==> config.mk <==
export PLATFORM = sky130hd
export DESIGN_NAME = tsp_i2c_port
export DESIGN_NICKNAME = d
export VERILOG_FILES = /design/src/rtl/tsp_pkg.sv /design/src/rtl/tsp_i2c_port.sv
export VERILOG_INCLUDE_DIRS = /design/src /design/src/rtl
export SDC_FILE = /design/constraint.sdc
export NUM_CORES = 1
export LEC_CHECK = 0
export CORE_ASPECT_RATIO = 0.8
export CORE_MARGIN = 3
export CORE_UTILIZATION = 48
export DETAILED_ROUTE_END_ITERATION = 6
export DONT_BUFFER_PORTS = 1
export PLACE_DENSITY_LB_ADDON = 0.08
export SLEW_MARGIN = 15
export SYNTH_ARGS = -nofsm -noshare
export SYNTH_HDL_FRONTEND = slang
export SYNTH_SLANG_ARGS = --single-unit
==> constraint.sdc <==
create_clock -name i_mclk -period 7.7 [get_ports i_mclk]
set_input_delay 1.54 -clock i_mclk [delete_from_list [all_inputs] [get_ports i_mclk]]
set_output_delay 1.54 -clock i_mclk [all_outputs]
set_load 0.01 [all_outputs]
==> src/rtl/tsp_params.svh <==
`ifndef TSP_PARAMS_SVH
`define TSP_PARAMS_SVH

`define TSP_PTR_TEMP       8'h00
`define TSP_PTR_CONFIG     8'h01
`define TSP_PTR_HYST       8'h02
`define TSP_PTR_OVERTEMP   8'h03
`define TSP_RST_TEMP       16'h0000
`define TSP_RST_CONFIG     16'h0040
`define TSP_RST_HYST       16'h4b00
`define TSP_RST_OVERTEMP   16'h5000
`define TSP_ADDR_BASE      4'h9
`define TSP_CFG_FORMAT     7
`define TSP_CFG_RES_HI     6
`define TSP_CFG_RES_LO     5
`define TSP_CFG_TIMEOUT    4
`define TSP_CFG_PEC        3
`define TSP_CLK_MHZ        250
`define TSP_TIMEOUT_MS     30
`define TSP_TIMEOUT_CYC    (`TSP_TIMEOUT_MS * 1000 * `TSP_CLK_MHZ)
`define TSP_CRC_POLY       8'h07

`endif

==> src/rtl/tsp_pkg.sv <==
package tsp_pkg;
	typedef enum logic [2:0] {
		ST_IDLE,
		ST_ADDR,
		ST_ADDR_ACK,
		ST_WRITE,
		ST_WRITE_ACK,
		ST_READ,
		ST_READ_ACK
	} tsp_state_t;

	typedef struct packed {
		logic scl;
		logic sda;
	} tsp_bus_t;
endpackage

==> src/rtl/tsp_i2c_port.sv <==
// What this block does
// - Write is address+write, pointer, high byte, low byte, each byte acknowledged.
// - With error checking on, a trailing check byte is taken and acknowledged.
// - Read uses repeated start, address+read; high byte then low byte driven.
// - With error checking on, device sends a check byte after the second data byte.
// - Only the device's own strapped address 1001xxx is answered.
// - Configuration and thresholds are read/write; temperature result is read-only.
// - The pointer never advances during reads or writes.
// - Pointer 01h selects the configuration register.
// - Pointers 02h and 03h select the two threshold registers.
// - A lone written data byte lands in bits 15:8.
// - Extra written bytes keep going to the same register.
// - Extra read bytes keep coming from the same register.
// - Temperature is 16-bit two's complement, upper byte first, MSB first.
// - Temperature occupies bits 15:4 (15:3 in extended format); bits below resolution read as zero.
// - Step is 1 degree at 8-bit and 0.0625 degree at 12-bit resolution.
// - Configuration bit 7 selects extended format, doubling the upper weights.
// - With timeout enabled, SCL low for about 30 ms resets the interface.
`timescale 1ns/1ps
`default_nettype none
`include "tsp_params.svh"

module tsp_i2c_port
	import tsp_pkg::*;
#(
	parameter int unsigned TIMEOUT_CYC = `TSP_TIMEOUT_CYC
) (
	input  wire logic        i_mclk,
	input  wire logic        i_rstn,
	input  wire logic        i_scl,
	input  wire logic        i_sda,
	input  wire logic [2:0]  i_addr_sel,
	input  wire logic [15:0] i_temp_raw,
	input  wire logic        i_temp_valid,
	output logic             o_sda_oe,
	output logic             o_sda_out,
	output logic [15:0]      o_config,
	output logic [15:0]      o_overtemp,
	output logic [15:0]      o_hyst
);

	function automatic logic [7:0] crc8_step(input logic [7:0] crc, input logic [7:0] data);
		logic [7:0] c;
		c = crc ^ data;
		for (int i = 0; i < 8; i++) begin
			c = c[7] ? ((c << 1) ^ `TSP_CRC_POLY) : (c << 1);
		end
		return c;
	endfunction

	// Extended format shifts every weight down one bit, so its masks keep one more low bit.
	function automatic logic [15:0] res_mask(input logic ext, input logic [1:0] res);
		case ({ext, res})
			3'b000:  return 16'hff00;
			3'b001:  return 16'hff80;
			3'b010:  return 16'hffc0;
			3'b011:  return 16'hfff0;
			3'b100:  return 16'hff80;
			3'b101:  return 16'hffc0;
			3'b110:  return 16'hffe0;
			default: return 16'hfff8;
		endcase
	endfunction

	tsp_bus_t   s1_q, s2_q, s3_q;
	tsp_state_t state_q;
	logic [2:0]  addr_sel_q;
	logic [2:0]  bitcnt_q;
	logic [7:0]  shift_q;
	logic        rd_q;
	logic [1:0]  wcnt_q;
	logic [7:0]  ptr_q;
	logic [7:0]  hi_q;
	logic [7:0]  crc_q;
	logic [1:0]  rcnt_q;
	logic        ack_q;
	logic        sda_oe_q, sda_out_q;
	logic [15:0] temp_q, config_q, overtemp_q, hyst_q;
	logic [31:0] tmo_q;

	wire scl_rise  = s2_q.scl & ~s3_q.scl;
	wire scl_fall  = ~s2_q.scl & s3_q.scl;
	wire start_det = s2_q.scl & s3_q.scl & s3_q.sda & ~s2_q.sda;
	wire stop_det  = s2_q.scl & s3_q.scl & ~s3_q.sda & s2_q.sda;
	wire tmo_hit   = ~config_q[`TSP_CFG_TIMEOUT] && (tmo_q >= TIMEOUT_CYC);
	wire [7:0] byte_in = {shift_q[6:0], s2_q.sda};
	wire pec_on    = config_q[`TSP_CFG_PEC];

	// Two-flop synchroniser; the third stage only feeds edge detection.
	always_ff @(posedge i_mclk or negedge i_rstn) begin
		if (!i_rstn) begin
			s1_q <= '{scl: 1'b1, sda: 1'b1};
			s2_q <= '{scl: 1'b1, sda: 1'b1};
			s3_q <= '{scl: 1'b1, sda: 1'b1};
		end else begin
			s1_q <= '{scl: i_scl, sda: i_sda};
			s2_q <= s1_q;
			s3_q <= s2_q;
		end
	end

	// The address straps are sampled after reset release, never inside the reset branch.
	always_ff @(posedge i_mclk or negedge i_rstn) begin
		if (!i_rstn) begin
			addr_sel_q <= 3'h0;
		end else if (state_q == ST_IDLE) begin
			addr_sel_q <= i_addr_sel;
		end
	end

	always_ff @(posedge i_mclk or negedge i_rstn) begin
		if (!i_rstn) begin
			tmo_q <= 32'h0;
		end else if (s2_q.scl || state_q == ST_IDLE) begin
			tmo_q <= 32'h0;
		end else if (!tmo_hit) begin
			tmo_q <= tmo_q + 32'h1;
		end
	end

	// Readback picks the register by the pointer alone, so repeated reads repeat it.
	function automatic logic [15:0] sel_reg(input logic [7:0] p);
		if (p == `TSP_PTR_CONFIG) begin
			return config_q;
		end else if (p == `TSP_PTR_HYST) begin
			return hyst_q;
		end else if (p == `TSP_PTR_OVERTEMP) begin
			return overtemp_q;
		end else begin
			return temp_q;
		end
	endfunction

	logic [15:0] rd_word;
	logic [7:0]  tx_byte;
	always_comb begin
		rd_word = sel_reg(ptr_q);
		if (rcnt_q == 2'd2 && pec_on) begin
			tx_byte = crc_q;
		end else if (rcnt_q[0]) begin
			tx_byte = rd_word[7:0];
		end else begin
			tx_byte = rd_word[15:8];
		end
	end

	// Bit engine: samples on SCL rise, changes SDA after SCL fall.
	always_ff @(posedge i_mclk or negedge i_rstn) begin
		if (!i_rstn) begin
			state_q   <= ST_IDLE;
			bitcnt_q  <= 3'h0;
			shift_q   <= 8'h00;
			rd_q      <= 1'b0;
			wcnt_q    <= 2'h0;
			ptr_q     <= `TSP_PTR_TEMP;
			hi_q      <= 8'h00;
			crc_q     <= 8'h00;
			rcnt_q    <= 2'h0;
			ack_q     <= 1'b0;
			sda_oe_q  <= 1'b0;
			sda_out_q <= 1'b0;
		end else if (stop_det || tmo_hit) begin
			state_q  <= ST_IDLE;
			sda_oe_q <= 1'b0;
		end else if (start_det) begin
			state_q  <= ST_ADDR;
			bitcnt_q <= 3'h0;
			sda_oe_q <= 1'b0;
			if (state_q == ST_IDLE) begin
				crc_q  <= 8'h00;
				wcnt_q <= 2'h0;
			end
		end else begin
			case (state_q)
				ST_ADDR: begin
					if (scl_rise) begin
						shift_q  <= byte_in;
						bitcnt_q <= bitcnt_q + 3'h1;
						if (bitcnt_q == 3'h7) begin
							state_q <= ST_ADDR_ACK;
							rd_q    <= s2_q.sda;
							ack_q   <= (byte_in[7:1] == {`TSP_ADDR_BASE, addr_sel_q});
							crc_q   <= crc8_step(crc_q, byte_in);
						end
					end
				end
				ST_ADDR_ACK: begin
					if (scl_fall) begin
						if (!ack_q) begin
							state_q  <= ST_IDLE;
							sda_oe_q <= 1'b0;
						end else if (!sda_oe_q) begin
							sda_oe_q  <= 1'b1;
							sda_out_q <= 1'b0;
						end else if (rd_q) begin
							state_q   <= ST_READ;
							rcnt_q    <= 2'h0;
							sda_out_q <= rd_word[15];
							shift_q   <= {rd_word[14:8], 1'b0};
							bitcnt_q  <= 3'h1;
						end else begin
							state_q  <= ST_WRITE;
							sda_oe_q <= 1'b0;
							bitcnt_q <= 3'h0;
						end
					end
				end
				ST_WRITE: begin
					if (scl_rise) begin
						shift_q  <= byte_in;
						bitcnt_q <= bitcnt_q + 3'h1;
						if (bitcnt_q == 3'h7) begin
							state_q <= ST_WRITE_ACK;
							crc_q   <= crc8_step(crc_q, byte_in);
							if (wcnt_q == 2'h0) begin
								ptr_q <= byte_in;
							end else if (wcnt_q[0]) begin
								hi_q <= byte_in;
							end
							if (wcnt_q == 2'h3) begin
								wcnt_q <= 2'h2;
							end else begin
								wcnt_q <= wcnt_q + 2'h1;
							end
						end
					end
				end
				ST_WRITE_ACK: begin
					if (scl_fall) begin
						if (!sda_oe_q) begin
							sda_oe_q  <= 1'b1;
							sda_out_q <= 1'b0;
						end else begin
							state_q  <= ST_WRITE;
							sda_oe_q <= 1'b0;
							bitcnt_q <= 3'h0;
						end
					end
				end
				ST_READ: begin
					if (scl_fall) begin
						if (bitcnt_q == 3'h0) begin
							state_q  <= ST_READ_ACK;
							sda_oe_q <= 1'b0;
							crc_q    <= crc8_step(crc_q, tx_byte);
						end else begin
							sda_out_q <= shift_q[7];
							shift_q   <= {shift_q[6:0], 1'b0};
							bitcnt_q  <= bitcnt_q + 3'h1;
						end
					end
				end
				ST_READ_ACK: begin
					if (scl_rise && s2_q.sda) begin
						state_q <= ST_IDLE;
					end else if (scl_fall) begin
						state_q   <= ST_READ;
						rcnt_q    <= (rcnt_q == 2'h2 || (rcnt_q == 2'h1 && !pec_on)) ? 2'h0 : rcnt_q + 2'h1;
						sda_oe_q  <= 1'b1;
						sda_out_q <= next_tx[7];
						shift_q   <= {next_tx[6:0], 1'b0};
						bitcnt_q  <= 3'h1;
					end
				end
				default: begin
					sda_oe_q <= 1'b0;
				end
			endcase
		end
	end

	// The first read data bit must come from the byte about to be sent, which differs after an ack.
	logic [7:0] next_tx;
	always_comb begin
		if (rcnt_q == 2'h1 && pec_on) begin
			next_tx = crc_q;
		end else if (rcnt_q == 2'h0) begin
			next_tx = rd_word[7:0];
		end else begin
			next_tx = rd_word[15:8];
		end
	end

	logic load_q;
	always_ff @(posedge i_mclk or negedge i_rstn) begin
		if (!i_rstn) begin
			load_q <= 1'b0;
		end else begin
			load_q <= (state_q == ST_READ_ACK) && scl_fall && !stop_det && !start_det && !tmo_hit;
		end
	end

	logic [7:0] drive_q;
	always_ff @(posedge i_mclk or negedge i_rstn) begin
		if (!i_rstn) begin
			drive_q <= 8'h00;
		end else if (state_q == ST_READ_ACK && scl_fall) begin
			drive_q <= next_tx;
		end
	end

	// Register writes take effect when a high byte completes and again when its low byte completes.
	// With error checking on, the byte after the low byte is the check byte; it is not written but is kept as the next high byte.
	wire wr_low  = (state_q == ST_WRITE) && scl_rise && (bitcnt_q == 3'h7) && (wcnt_q == 2'h2);
	wire wr_high = (state_q == ST_WRITE) && scl_rise && (bitcnt_q == 3'h7) && wcnt_q[0];
	wire wr_pec  = wr_high && pec_on && (wcnt_q == 2'h3);
	wire wr_en   = wr_low || wr_high;
	wire [15:0] wr_word = wr_low ? {hi_q, byte_in} : {byte_in, rd_word[7:0]};

	always_ff @(posedge i_mclk or negedge i_rstn) begin
		if (!i_rstn) begin
			config_q   <= `TSP_RST_CONFIG;
			hyst_q     <= `TSP_RST_HYST;
			overtemp_q <= `TSP_RST_OVERTEMP;
		end else if (wr_en && !wr_pec) begin
			if (ptr_q == `TSP_PTR_CONFIG) begin
				config_q <= wr_word;
			end else if (ptr_q == `TSP_PTR_HYST) begin
				hyst_q <= wr_word;
			end else if (ptr_q == `TSP_PTR_OVERTEMP) begin
				overtemp_q <= wr_word;
			end
		end
	end

	// The result register has no write path at all.
	always_ff @(posedge i_mclk or negedge i_rstn) begin
		if (!i_rstn) begin
			temp_q <= `TSP_RST_TEMP;
		end else if (i_temp_valid) begin
			temp_q <= i_temp_raw & res_mask(config_q[`TSP_CFG_FORMAT], config_q[`TSP_CFG_RES_HI:`TSP_CFG_RES_LO]);
		end
	end

	always_ff @(posedge i_mclk or negedge i_rstn) begin
		if (!i_rstn) begin
			o_sda_oe  <= 1'b0;
			o_sda_out <= 1'b0;
			o_config  <= `TSP_RST_CONFIG;
			o_overtemp <= `TSP_RST_OVERTEMP;
			o_hyst    <= `TSP_RST_HYST;
		end else begin
			o_sda_oe  <= sda_oe_q;
			o_sda_out <= load_q ? drive_q[7] : sda_out_q;
			o_config  <= config_q;
			o_overtemp <= overtemp_q;
			o_hyst    <= hyst_q;
		end
	end

endmodule // tsp_i2c_port
`default_nettype wire

-- Word-level counts from Yosys, hierarchy flattened
Cells that the tools add are included.
- bitwise logic cells: 36
- eq/ne operators: 61
- reductions and logical operators: 56
- magnitude comparators: 1
- mux-type cells: 114
- add/subtract/negate cells: 4
- operators by type and width (operator ; number):
    8-bit 2-to-1 mux ; 19
    3-bit 2-to-1 mux ; 43
    16-bit 2-to-1 mux ; 5
    32-bit 2-to-1 mux ; 2
    3-bit NOT ; 16
    12-bit AND reduction ; 4
    4-bit != test, second input constant ; 11
    8-bit one-hot mux with 5 select lines ; 1
    3-bit != test, second input constant ; 11
    32-bit by 1-bit adder with 32-bit output, second input constant ; 1
    32-bit by 23-bit greater-or-equal comparator with 1-bit output, second input constant ; 1
    8-bit one-hot mux with 4 select lines ; 1
    2-bit 2-to-1 mux ; 13
    1-bit 2-to-1 mux ; 24
    3-bit == test, second input constant ; 7
    7-bit AND reduction ; 3
    2-bit != test, second input constant ; 10
    3-bit one-hot mux with 6 select lines ; 1
    16-bit bitwise AND ; 1
    8-bit by 2-bit == test with 1-bit output, second input constant ; 2
    1-bit logical AND ; 16
    8-bit one-hot mux with 2 select lines ; 1
    8-bit XOR ; 2
    3-bit one-hot mux with 5 select lines ; 1
    other kinds (32) ; 76
- register bits: 210
- input port bits: 24
- word-level logic and storage cells: 303

-- Longest topological paths before layout
Gate-level depths: netlist of the first run.
- depth in word-level cells: 27
- depth in mapped cells: 11
- depth with buffers taken out: 10

-- Least setup slack after synthesis of the first run
No wires, ideal clock.
- kind: input to register
- start point: input i_temp_valid
- end point: register temp_q[14]
- buffers on the path: 2
- setup time: 0.125 ns
- setup slack: 5.119 ns
- data arrival time: 2.456 ns
- stages: 3
- cells stage by stage: clkbuf_1 -> buf_1 -> mux2_2
- RTL lines (element ; line ; text):
    from (decl) ; tsp_i2c_port.sv:34 ; input wire logic i_temp_valid,
    to (signal assigned) ; tsp_i2c_port.sv:329 ; temp_q <= `TSP_RST_TEMP;
    to (signal assigned) ; tsp_i2c_port.sv:331 ; temp_q <= i_temp_raw & res_mask(config_q[`TSP_CFG_FORMAT], config_q[`TSP_CFG_RES_HI:`TSP_CFG_RES_LO]);
    to (decl) ; tsp_i2c_port.sv:78 ; logic [15:0] temp_q, config_q, overtemp_q, hyst_q;
No word-level cell between the ends.

-- Final worst setup path of the first run
- start point: register ptr_q[0]
- end point: register crc_q[6]
- word-level cells in the longest chain between the ends: 16
- ends and longest elaborated chain (element ; line ; text):
    from (decl) ; tsp_i2c_port.sv:72 ; logic [7:0] ptr_q;
    from (signal assigned) ; tsp_i2c_port.sv:155 ; ptr_q <= `TSP_PTR_TEMP;
    from (signal assigned) ; tsp_i2c_port.sv:216 ; ptr_q <= byte_in;
    8-bit by 2-bit == test with 1-bit output (no source line) ; n/a ;
    16-bit 2-to-1 mux ; tsp_i2c_port.sv:127 ; end else if (p == `TSP_PTR_OVERTEMP) begin
    16-bit 2-to-1 mux ; tsp_i2c_port.sv:125 ; end else if (p == `TSP_PTR_HYST) begin
    16-bit 2-to-1 mux (*) ; tsp_i2c_port.sv:123 ; if (p == `TSP_PTR_CONFIG) begin
    8-bit 2-to-1 mux (*) ; tsp_i2c_port.sv:140 ; end else if (rcnt_q[0]) begin
    8-bit 2-to-1 mux (*) ; tsp_i2c_port.sv:138 ; if (rcnt_q == 2'd2 && pec_on) begin
    8-bit XOR (*) ; tsp_i2c_port.sv:44 ; c = crc ^ data;
    3-bit 2-to-1 mux ; tsp_i2c_port.sv:46 ; c = c[7] ? ((c << 1) ^ `TSP_CRC_POLY) : (c << 1);
    3-bit NOT (no source line) ; n/a ;
    3-bit 2-to-1 mux ; tsp_i2c_port.sv:46 ;
    3-bit NOT (no source line) ; n/a ;
    3-bit 2-to-1 mux (*) ; tsp_i2c_port.sv:46 ;
    8-bit 2-to-1 mux (*) ; tsp_i2c_port.sv:242 ; if (bitcnt_q == 3'h0) begin
    8-bit 2-to-1 mux (*) ; tsp_i2c_port.sv:241 ; if (scl_fall) begin
    8-bit one-hot mux with 2 select lines (*) ; tsp_i2c_port.sv:174 ; case (state_q)
    8-bit 2-to-1 mux (*) ; tsp_i2c_port.sv:165 ; end else if (start_det) begin
    to (signal assigned) ; tsp_i2c_port.sv:183 ; crc_q <= crc8_step(crc_q, byte_in);
    to (signal assigned) ; tsp_i2c_port.sv:214 ; crc_q <= crc8_step(crc_q, byte_in);
    to (signal assigned) ; tsp_i2c_port.sv:245 ; crc_q <= crc8_step(crc_q, tx_byte);
    to (decl) ; tsp_i2c_port.sv:74 ; logic [7:0] crc_q;
Mark *: on every way between the ends. The rest lies on a longest branch, timed or not. The select of a mux whose other input is x is not followed.
A chain may end at the register's enable or synchronous reset.

==> impl_metrics.env, run 1 <==
export IMPL_setup_tns_ns=0
export IMPL_synth_largest_area_cell="dfrtp_1"
export IMPL_grt_usage_pct=24.10
export IMPL_synth_async_sr_flop_share_pct=100.0
export IMPL_power_density_nw_per_um2=277.9
export IMPL_p_leak_nw=4.566
export IMPL_die_h_um=133.3
export IMPL_fin_nets=960
export IMPL_synth_top_family_by_area="simple AND/OR/NAND/NOR gates"
export IMPL_syn_avg_cell_area_um2=10.18
export IMPL_synth_compound_area_share_pct=14.46
export IMPL_cts_tree="done"
export IMPL_synth_edf_count=0
export IMPL_io_buffers=0
export IMPL_synthMostInstantiatedCell="dfrtp_1"
export IMPL_syn_nets=987
export IMPL_rr_worst_depth=9
export IMPL_cp_end_kind="flop"
export IMPL_firstDrtPassIters=5
export IMPL_numCtsBuffers=17
export IMPL_comb_power_share_pct=26.1
export IMPL_antenna_found_initial=0
export IMPL_vias=7260
export IMPL_hold_viol_final=0
export IMPL_swShare_pct=35.72
export IMPL_total_power_mw=2.912
export IMPL_top_usage_layer="met1"
export IMPL_fin_crit_ns=3.562
export IMPL_grt_max_degree=201
export IMPL_ys_seq_area_share_pct=51.75
export IMPL_coreArea_um2=19420
export IMPL_htreeDepth=4
export IMPL_cts_root_buf="clkbuf_16"
export IMPL_synthesis_area_um2=9719
export IMPL_synth_top_cell_area_share_pct=46.34
export IMPL_path_clk_slew_ns=0.08
export IMPL_clk_insertion_delay_late_ns=0.44
export IMPL_fmax_mhz=280.7
export IMPL_required_ns=8.02
export IMPL_ys_warn_count=0
export IMPL_wire_per_inst_um=21.33
export IMPL_crit_path_max_fanout=19
export IMPL_totalWireLength_um=25580
export IMPL_ys_flop_type="dfrtp_1"
export IMPL_fp_dieW_um=165.1
export IMPL_synthCells=955
export IMPL_holdCritPathClass="flop to flop"
export IMPL_ys_types=69
export IMPL_crit_type="flop to flop"
export IMPL_maxSlewViolCount=0
export IMPL_synth_xor_area_share_pct=7.080
export IMPL_tightest_slew_ns=1.078
export IMPL_cts_resized_gates=0
export IMPL_synth_top_cells_by_count="dfrtp_1 (180), nand2_1 (118), o21ai_0 (86), nor2_1 (80), clkbuf_1 (44)"
export IMPL_grt_pass1_vias=7111
export IMPL_synthMuxAreaShare_pct=7.119
export IMPL_ys_ff_latch=200
export IMPL_start_util_pct=50.04
export IMPL_p_int_mw=1.872
export IMPL_vdd_drop_max_mv=0.1465
export IMPL_fin_crit_sh_pct=46.27
export IMPL_viasPerCell=6.055
export IMPL_rsz0062_at_grt="no"
export IMPL_antenna_left=0
export IMPL_clock_skew_ns=0.01825
export IMPL_cts_hold_buf=0
export IMPL_remaining_drc_errors=0
export IMPL_grt_use_met2_pct=34.30
export IMPL_hpwl_um=18200
export IMPL_status="completed"
export IMPL_gr_total_overflow=0
export IMPL_antenna_cells=0
export IMPL_setup_viol_count_final=0
export IMPL_synthToLayoutAreaGrowth_pct=7.827
export IMPL_start_kind="flop"
export IMPL_synth_simple_area_share_pct=15.32
export IMPL_synth_area_leaders="dfrtp_1 (46%), dfstp_2 (5.4%), mux2_2 (4.8%)"
export IMPL_io_pins=74
export IMPL_synth_adder_area_share_pct=1.030
export IMPL_grtUsageMet3_pct=5.782
export IMPL_gp_congestion=0.8843
export IMPL_arrival_ns=3.88
export IMPL_drt_first_iter_violations=883
export IMPL_p_clk_share_pct=30.7
export IMPL_power_switching_mw=1.040
export IMPL_pwr_share_seq_pct=43.2
export IMPL_cts_setup_buffers=0
export IMPL_cts_sinks=200
export IMPL_finish_utilization_pct=53.95
export IMPL_gr_usage_met1_pct=36.83
export IMPL_ctsLongestPathBuffers=2
export IMPL_grt_pass1_wl_um=41000
export IMPL_layout_drive_gt1_share_pct=12.54
export IMPL_slew_headroom_pct=28.16
export IMPL_hold_depth=0
export IMPL_dieArea_um2=22000
export IMPL_drv_cap=0
export IMPL_rows=45
[registers in the layout (all words and copies together) (netlist names), 2 cells and up]
register and cells:
o_overtemp 16, hyst_q 16, o_config 16, tmo_q 32, bitcnt_q 3, ptr_q 8, rcnt_q 2, addr_sel_q 3
temp_q 13, state_q 3, hi_q 8, wcnt_q 2, config_q 16, crc_q 8, s1_q 2, o_hyst 16
shift_q 8, s3_q 2, overtemp_q 16
[path summary, 6_finish.rpt]
path	from	end	slack, ns
min in group asynchronous	i_rstn	o_config[13]	0.79
max	ptr_q[0]	crc_q[6]	4.14
max reg2reg	ptr_q[0]	crc_q[6]	4.14
min	s1_q[0]	byte_in[0]	0.36
max in group asynchronous	i_rstn	s1_q[0]	6.66
min reg2reg	s1_q[0]	byte_in[0]	0.36
[area by class of cell]
| type | instances | area [um2] |
|---|---|---|
| clock buffers | 17 | 425.4 |
| clock inverters | 15 | 170.2 |
| fillers | 1712 | 8945 |
| inverters | 27 | 101.3 |
| multi-input cells | 675 | 4374 |
| flip-flops and latches | 200 | 5030 |
| well taps | 258 | 322.8 |
| repair buffers | 7 | 56.30 |
[worst max-delay path: stages (launching register included)]
cell	delay [ns]
dfrtp_1	0.77
nor3b_1	0.86
nand2_1	0.36
o22ai_1	0.45
o31ai_2	0.13
xor2_1	0.28
nand2_1	0.14
xnor2_2	0.20
xnor2_1	0.15
o211ai_1	0.10
[cell families after synthesis]
family	after synthesis
AND/OR/NAND/NOR	313
adder cells (fa/ha/maj)	8
flip-flops	200
buffers and inverters	80
AO/OA/AOI/OAI	214
multiplexers	64
XOR/XNOR	76
[cells in the final DEF (no fill, tap or decap), types with 4 or more instances in the layout]
cell type and instances:
a211oi_1 6, a21oi_1 26, a221oi_1 8, a22oi_1 6, a31oi_1 12, a32oi_1 5
a41oi_1 7, and2_1 4, and3_1 12, buf_4 6, clkbuf_16 17, dfrtp_1 180
dfstp_2 20, ha_1 8, inv_1 24, inv_6 4, inv_8 4, mux2_2 41
mux2i_1 23, nand2_1 118, nand2b_1 10, nand3_1 27, nand4_1 9, nor2_1 80
nor2b_1 7, nor3_1 9, nor3b_1 6, nor4_1 10, o2111ai_1 5, o211ai_1 6
o21ai_0 86, o21ai_1 5, o221ai_1 7, o31ai_1 5, xnor2_1 43, xor2_1 30
[through the flow]
stage	hold slack [ns]	instances	area, um2	setup slack, ns
after floorplan	0.3452	955	9719	5.119
after global placement	0.3492	1166	9873	4.286
after detailed placement	0.3490	1166	9873	4.266
after CTS	0.3599	1198	10470	4.215
after global routing	0.3662	1199	10480	3.938
final	0.3574	1199	10480	4.138
[metal layers]
metal	part of all wire (%)	vias up	wire length [um]
met1	48	3635	12280
met2	43	286	10970
li1	-	3312	-
met5	0	-	0
met3	7.5	27	1908
met4	1.6	0	412
[power by group through the flow]
stage	clock network (mW)	registers [mW]	logic, mW
6_report	0.893	1.26	0.760
5_1_grt	0.952	1.27	0.846
4_1_cts	0.913	1.26	0.750
3_5_place_dp	0	1.28	0.744
3_3_place_gp	0	1.28	0.728
2_1_floorplan	0	1.17	0.667
(Power assumes the default switching activity.)
==> run 2: changes to the inputs <==
--- a/config.mk
+++ b/config.mk
@@ -6,6 +6,7 @@
 export SDC_FILE = /design/constraint.sdc
 export NUM_CORES = 1
 export LEC_CHECK = 0
+export ABC_AREA = 1
 export CORE_ASPECT_RATIO = 0.8
 export CORE_MARGIN = 3
 export CORE_UTILIZATION = 48
==> constraint.sdc (replaced) <==
create_clock -name i_mclk -period 2.9 [get_ports i_mclk]
set_input_delay 0.58 -clock i_mclk [delete_from_list [all_inputs] [get_ports i_mclk]]
set_output_delay 0.58 -clock i_mclk [all_outputs]
set_load 0.01 [all_outputs]
==> impl_metrics.env, run 2 <==
export IMPL_p_leak_nw=5.158
export IMPL_slowest_stage="dfrtp_1"
export IMPL_die_h_um=137.3
export IMPL_dieArea_um2=23350
export IMPL_setup_ws_ns=0.3384
export IMPL_ys_ff_latch=200
export IMPL_nFillCells=1978
export IMPL_numCtsBuffers=17
export IMPL_status="complete, but fails checks"
export IMPL_power_density_nw_per_um2=731.4
export IMPL_cts_resized_gates=0
export IMPL_syn_avg_cell_area_um2=8.192
export IMPL_synthCells=1262
export IMPL_totalWireLength_um=26820
export IMPL_crit_top_cell="nand2_1"
export IMPL_firstDrtPassIters=6
export IMPL_layout_commonest_cell="nand2_1"
export IMPL_clock_skew_ns=0.01605
export IMPL_start_kind="flop"
export IMPL_rows=47
export IMPL_cts_root_buf="clkbuf_16"
export IMPL_gr_total_overflow=0
export IMPL_coreArea_um2=20940
export IMPL_synth_async_sr_flop_share_pct=100.0
export IMPL_synthToLayoutAreaGrowth_pct=8.508
export IMPL_required_ns=3.24
export IMPL_fp_dieW_um=170.1
export IMPL_drv_cap=0
export IMPL_hold_viol_final=182
export IMPL_fmax_mhz=390.4
export IMPL_grt_pass1_wl_um=43610
export IMPL_layout_common_cells="nand2_1 (318), dfrtp_1 (180), inv_1 (132), o21ai_0 (109), nand3_1 (88)"
export IMPL_cts_sinks=200
export IMPL_htreeDepth=4
export IMPL_largest_reg_flops=32
export IMPL_synth_edf_count=0
export IMPL_crit_path_max_fanout=19
export IMPL_crit_chain="nor2_1 -> nand3_1 -> nor2_2 -> buf_4 -> nand2_1 -> nand3_2 -> nand2_1 -> nand2_1 -> nand3_1 -> nand2_1 -> nand2_1 -> nand2_1 -> nand2_1 -> nand2_1 -> nand3_1 -> nand2_1 -> nand2_1"
export IMPL_critical_path_max_stage_delay_ns=0.40
export IMPL_synth_top_cell_area_share_pct=43.57
export IMPL_crit_type="flop to flop"
export IMPL_hpwl_um=19560
export IMPL_holdCritPathClass="input port to asynchronous set/reset pin"
export IMPL_vias=8433
export IMPL_slew_headroom_pct=55.55
export IMPL_ys_warn_count=0
export IMPL_synthesis_area_um2=10340
export IMPL_fin_crit_sh_pct=88.33
export IMPL_maxSlewViolCount=0
export IMPL_antenna_found_initial=0
export IMPL_ctsLongestPathBuffers=2
export IMPL_io_buffers=0
export IMPL_viasPerCell=5.448
export IMPL_synth_top_cells_by_count="nand2_1 (318), dfrtp_1 (180), inv_1 (132), o21ai_0 (109), nand3_1 (88)"
export IMPL_dp_slack_ns=0.4169
export IMPL_ys_flop_type="dfrtp_1"
export IMPL_gp_congestion=0.9468
export IMPL_start_util_pct=49.38
export IMPL_violations="negative hold slack"
export IMPL_wire_per_inst_um=17.32
export IMPL_grt_max_degree=201
export IMPL_syn_nets=1294
export IMPL_path_clk_slew_ns=0.08
export IMPL_layout_drive_gt1_share_pct=13.14
export IMPL_hold_ws_ns=-0.1755
export IMPL_top_register="tmo_q"
export IMPL_setup_tns_ns=0
export IMPL_cts_tree="done"
export IMPL_synth_area_leaders="dfrtp_1 (44%), nand2_1 (12%), o21ai_0 (5.3%)"
export IMPL_grt_usage_pct=23.99
export IMPL_io_pins=74
export IMPL_synthMostInstantiatedCell="nand2_1"
export IMPL_remaining_drc_errors=0
export IMPL_ys_types=59
export IMPL_reg2reg_from="ptr_q[3]"
export IMPL_cts_setup_buffers=0
export IMPL_crit_buf_inv=1
export IMPL_tightest_slew_ns=0.6606
export IMPL_synth_largest_area_cell="dfrtp_1"
export IMPL_fin_crit_ns=2.562
export IMPL_path_delay_family="simple AND/OR/NAND/NOR gates"
export IMPL_ys_seq_area_share_pct=48.65
export IMPL_setup_viol_count_final=0
export IMPL_vdd_drop_max_mv=0.4766
export IMPL_grt_pass1_vias=7856
export IMPL_clk_insertion_delay_late_ns=0.45
export IMPL_arrival_ns=2.90
export IMPL_rsz0062_at_grt="no"
export IMPL_antenna_left=0
export IMPL_worstSetupStartpoint="ptr_q[3]"
export IMPL_antenna_cells=0
export IMPL_cp_end_kind="flop"
export IMPL_drt_first_iter_violations=752
export IMPL_fin_nets=1298
==> run 2: cell families after synthesis <==
logic type	Yosys count	synth area share (%)
xor gates and xnor gates	20	1.694
and+or+nand+nor	601	27.68
buffers and inverters	189	7.588
muxes	5	0.5446
DFF	200	48.65
adders and majority gates	8	0.9682
AOI/OAI and AO/OA	239	12.88
==> run 2: per-layer routing <==
metal | vias to the layer above | part of all wire, % | GRT usage [%]
met2 | 283 | 41 | 33.31
met4 | 0 | 1.1 | 5.315
met1 | 3964 | 51 | 38.19
met3 | 29 | 6.1 | 4.905
met5 | - | 0 | 0
li1 | 4157 | - | -
==> run 2: final timing paths <==
check / endpoint / slack, ns / depth (start not counted)
setup / recovery: crc_q[3] / 0.34 / 17
hold / removal: temp_q[12] / -0.18 / 0
setup reg to reg: crc_q[3] / 0.34 / 17
hold reg to reg: s2_q[1] / 0.36 / 0
max in group asynchronous: hyst_q[9] / 2.77 / 0
min in group i_mclk: s1_q[0] / 0.12 / 0
==> run 2: per-stage QoR <==
stage               hold WS, ns  util [%]  cells  power (mW)  instance area [um2]
floorplan                0.2844         -   1262       5.124                10340
global placement         0.2887     50.73   1516       5.752                10620
detailed placement       0.2895     50.73   1516       5.774                10620
CTS                     -0.1936     53.59   1548       8.215                11220
global route            -0.2083     53.59   1548       8.722                11220
finish                  -0.1755     53.59   1548       8.205                11220
==> run 2: worst reg2reg max path: stages (launching register included) <==
cell and delay [ns]:
dfrtp_1 0.40, nor2_1 0.17, nand3_1 0.11, nor2_2 0.14, buf_4 0.29, nand2_1 0.20
nand3_2 0.15, nand2_1 0.06, nand2_1 0.05, nand3_1 0.22, nand2_1 0.17, nand2_1 0.10
nand2_1 0.07, nand2_1 0.07, nand2_1 0.07, nand3_1 0.07, nand2_1 0.06, nand2_1 0.04
==> run 2: final cells by class <==
| type | count | area, um2 | area share (%) |
|---|---|---|---|
| clock inverters | 14 | 168.9 | 1.506 |
| well taps | 269 | 336.6 | 3.000 |
| flip-flops and latches | 200 | 5030 | 44.84 |
| clock buffers | 18 | 429.2 | 3.826 |
| repair buffers | 20 | 150.1 | 1.338 |
| inverters | 154 | 579.3 | 5.164 |
| multi-input cells | 873 | 4524 | 40.33 |
==> run 2: where the power goes <==
group	internal [mW]	total (mW)	switching, mW
clock	1.18	2.43	1.25
combinational	0.863	2.49	1.63
sequential	2.99	3.28	0.295
==> run 3: changes to the inputs <==
--- a/config.mk
+++ b/config.mk
@@ -9,10 +9,11 @@
 export ABC_AREA = 1
 export CORE_ASPECT_RATIO = 0.8
 export CORE_MARGIN = 3
-export CORE_UTILIZATION = 48
+export CORE_UTILIZATION = 55
 export DETAILED_ROUTE_END_ITERATION = 6
 export DONT_BUFFER_PORTS = 1
 export PLACE_DENSITY_LB_ADDON = 0.08
+export RECOVER_POWER = 100
 export SLEW_MARGIN = 15
 export SYNTH_ARGS = -nofsm -noshare
 export SYNTH_HDL_FRONTEND = slang
==> impl_metrics.env, run 3 (synthesized netlist as in run 2, its figures left out) <==
export IMPL_coreArea_um2=18280
export IMPL_p_int_mw=4.978
export IMPL_vdd_drop_max_mv=0.4730
export IMPL_fin_nets=1298
export IMPL_largest_reg_flops=32
export IMPL_drv_cap=0
export IMPL_placedCellCount=1500
export IMPL_crit_type="flop to flop"
export IMPL_wl_met1_um=12650
export IMPL_arrival_ns=2.96
export IMPL_final_cell_count_no_fill=1532
export IMPL_cts_resized_gates=0
export IMPL_htreeDepth=4
export IMPL_crit_path_max_fanout=10
export IMPL_setup_viol_count_final=0
export IMPL_seq_area_um2=5030
export IMPL_clk_insertion_delay_late_ns=0.44
export IMPL_crit_buf_inv=2
export IMPL_slowest_stage="nor3_2"
export IMPL_path_clk_slew_ns=0.08
export IMPL_synthToLayoutAreaGrowth_pct=7.020
export IMPL_grt_pass1_vias=7792
export IMPL_rr_worst_depth=9
export IMPL_remaining_drc_errors=0
export IMPL_layout_drive_gt1_share_pct=10.95
export IMPL_vias=8584
export IMPL_route_met3_wl_um=1935
export IMPL_critical_path_max_stage_delay_ns=0.69
export IMPL_p_clk_share_pct=28.6
export IMPL_fin_crit_ns=2.582
export IMPL_hpwl_um=18860
export IMPL_hold_ws_ns=-0.1714
export IMPL_multiInputGateArea_um2=4442
export IMPL_p_leak_nw=5.092
export IMPL_worstSetupStartpoint="byte_in[0]"
export IMPL_cts_tree="done"
export IMPL_clock_skew_ns=0.01143
export IMPL_path_delay_family="simple AND/OR/NAND/NOR gates"
export IMPL_viasPerCell=5.603
export IMPL_numCtsBuffers=17
export IMPL_holdCritPathClass="input port to asynchronous set/reset pin"
export IMPL_antenna_cells=0
export IMPL_status="complete, but fails checks"
export IMPL_start_kind="flop"
export IMPL_layout_common_cells="nand2_1 (320), dfrtp_1 (180), inv_1 (133), o21ai_0 (123), nand3_1 (89)"
export IMPL_rrSetupSlack_ns=0.32
export IMPL_nFillCells=1656
export IMPL_grt_pass1_wl_um=41820
export IMPL_io_buffers=0
export IMPL_fin_crit_sh_pct=89.03
export IMPL_fmax_mhz=387.3
export IMPL_tightest_slew_ns=0.6853
export IMPL_cp_end_kind="flop"
export IMPL_grt_max_degree=201
export IMPL_power_switching_mw=3.029
export IMPL_rows=44
export IMPL_r2r_end="crc_q[1]"
export IMPL_rsz0062_at_grt="no"
export IMPL_antenna_left=0
export IMPL_cts_setup_buffers=0
export IMPL_maxUsedRoutingLayer="met4"
export IMPL_met2_length_um=10860
export IMPL_io_pins=74
export IMPL_gr_total_overflow=0
export IMPL_violations="negative hold slack"
export IMPL_totalWireLength_um=25740
export IMPL_slew_headroom_pct=54.06
export IMPL_grt_usage_pct=25.66
export IMPL_wire_per_inst_um=16.80
export IMPL_maxSlewViolCount=0
export IMPL_power_density_nw_per_um2=723.7
export IMPL_ctsLongestPathBuffers=2
export IMPL_cts_root_buf="clkbuf_16"
export IMPL_crit_top_cell="nand2_1"
export IMPL_firstDrtPassIters=6
export IMPL_crit_chain="nor3_2 -> inv_2 -> a211oi_2 -> inv_1 -> nor2_1 -> nand2_1 -> nor2_1 -> nand2_1 -> nand2_1"
export IMPL_swShare_pct=37.83
export IMPL_hold_viol_final=181
export IMPL_comb_power_share_pct=30.5
export IMPL_pwr_share_seq_pct=40.8
export IMPL_top_register="tmo_q"
export IMPL_required_ns=3.27
export IMPL_fp_dieW_um=159.3
export IMPL_setup_tns_ns=0
export IMPL_reg2reg_from="byte_in[0]"
export IMPL_cts_sinks=200
export IMPL_drt_first_iter_violations=1033
export IMPL_die_h_um=128.6
export IMPL_layout_commonest_cell="nand2_1"
export IMPL_start_util_pct=56.56
export IMPL_gp_congestion=0.9576
export IMPL_dieArea_um2=20490
export IMPL_antenna_found_initial=0
==> run 3: area by class of cell <==
| cell class | instances | area share (%) |
|---|---|---|
| Timing Repair Buffer | 20 | 1.210 |
| Inverter | 154 | 5.236 |
| Sequential cell | 200 | 45.46 |
| Multi-Input combinational cell | 873 | 40.14 |
| Clock inverter | 13 | 1.176 |
| Clock buffer | 19 | 3.913 |
| Tap cell | 253 | 2.861 |
==> run 3: metal layers <==
metal	vias up	track usage, %
li1	4153	-
met1	4066	39.79
met2	337	37.01
met3	28	5.343
met4	0	6.176
met5	-	0
==> run 3: power by group through the flow <==
stage	Sequential, mW	Combinational, mW	Clock (mW)
floorplan	3.19	1.94	0
global placement	3.32	2.43	0
detailed placement	3.32	2.47	0
CTS	3.26	2.47	2.35
global route	3.30	2.80	2.46
finish	3.27	2.45	2.29
==> run 3: worst register-to-register path: stages (launching register included) <==
cell and delay, ns:
dfstp_1 0.60, nor3_2 0.69, inv_2 0.25, a211oi_2 0.32, inv_1 0.06, nor2_1 0.14, nand2_1 0.15, nor2_1 0.13
nand2_1 0.10, nand2_1 0.07
==> run 3: how the worst max path moves through the flow <==
| stage | endpoint | slack (ns) | depth (start not counted) |
|---|---|---|---|
| floorplan | shift_q[1] | 0.79 | 10 |
| global placement | overtemp_q[8] | 0.42 | 11 |
| detailed placement | crc_q[1] | 0.41 | 16 |
| CTS | crc_q[1] | 0.39 | 16 |
| global route | tmo_q[21] | 0.1 | 15 |
| finish | crc_q[1] | 0.32 | 9 |
==> run 3: metrics by stage <==
step / hold WS [ns] / total power, mW / cell area (um2) / setup slack, ns / utilization, %
after floorplan: 0.2844 / 5.124 / 10340 / 0.7913 / -
after global placement: 0.2901 / 5.742 / 10600 / 0.4163 / 58.00
after detailed placement: 0.2905 / 5.781 / 10600 / 0.4074 / 58.00
after CTS: -0.1870 / 8.082 / 11160 / 0.3912 / 61.08
after global routing: -0.1955 / 8.557 / 11060 / 0.09863 / 60.54
final: -0.1714 / 8.007 / 11060 / 0.3182 / 60.54
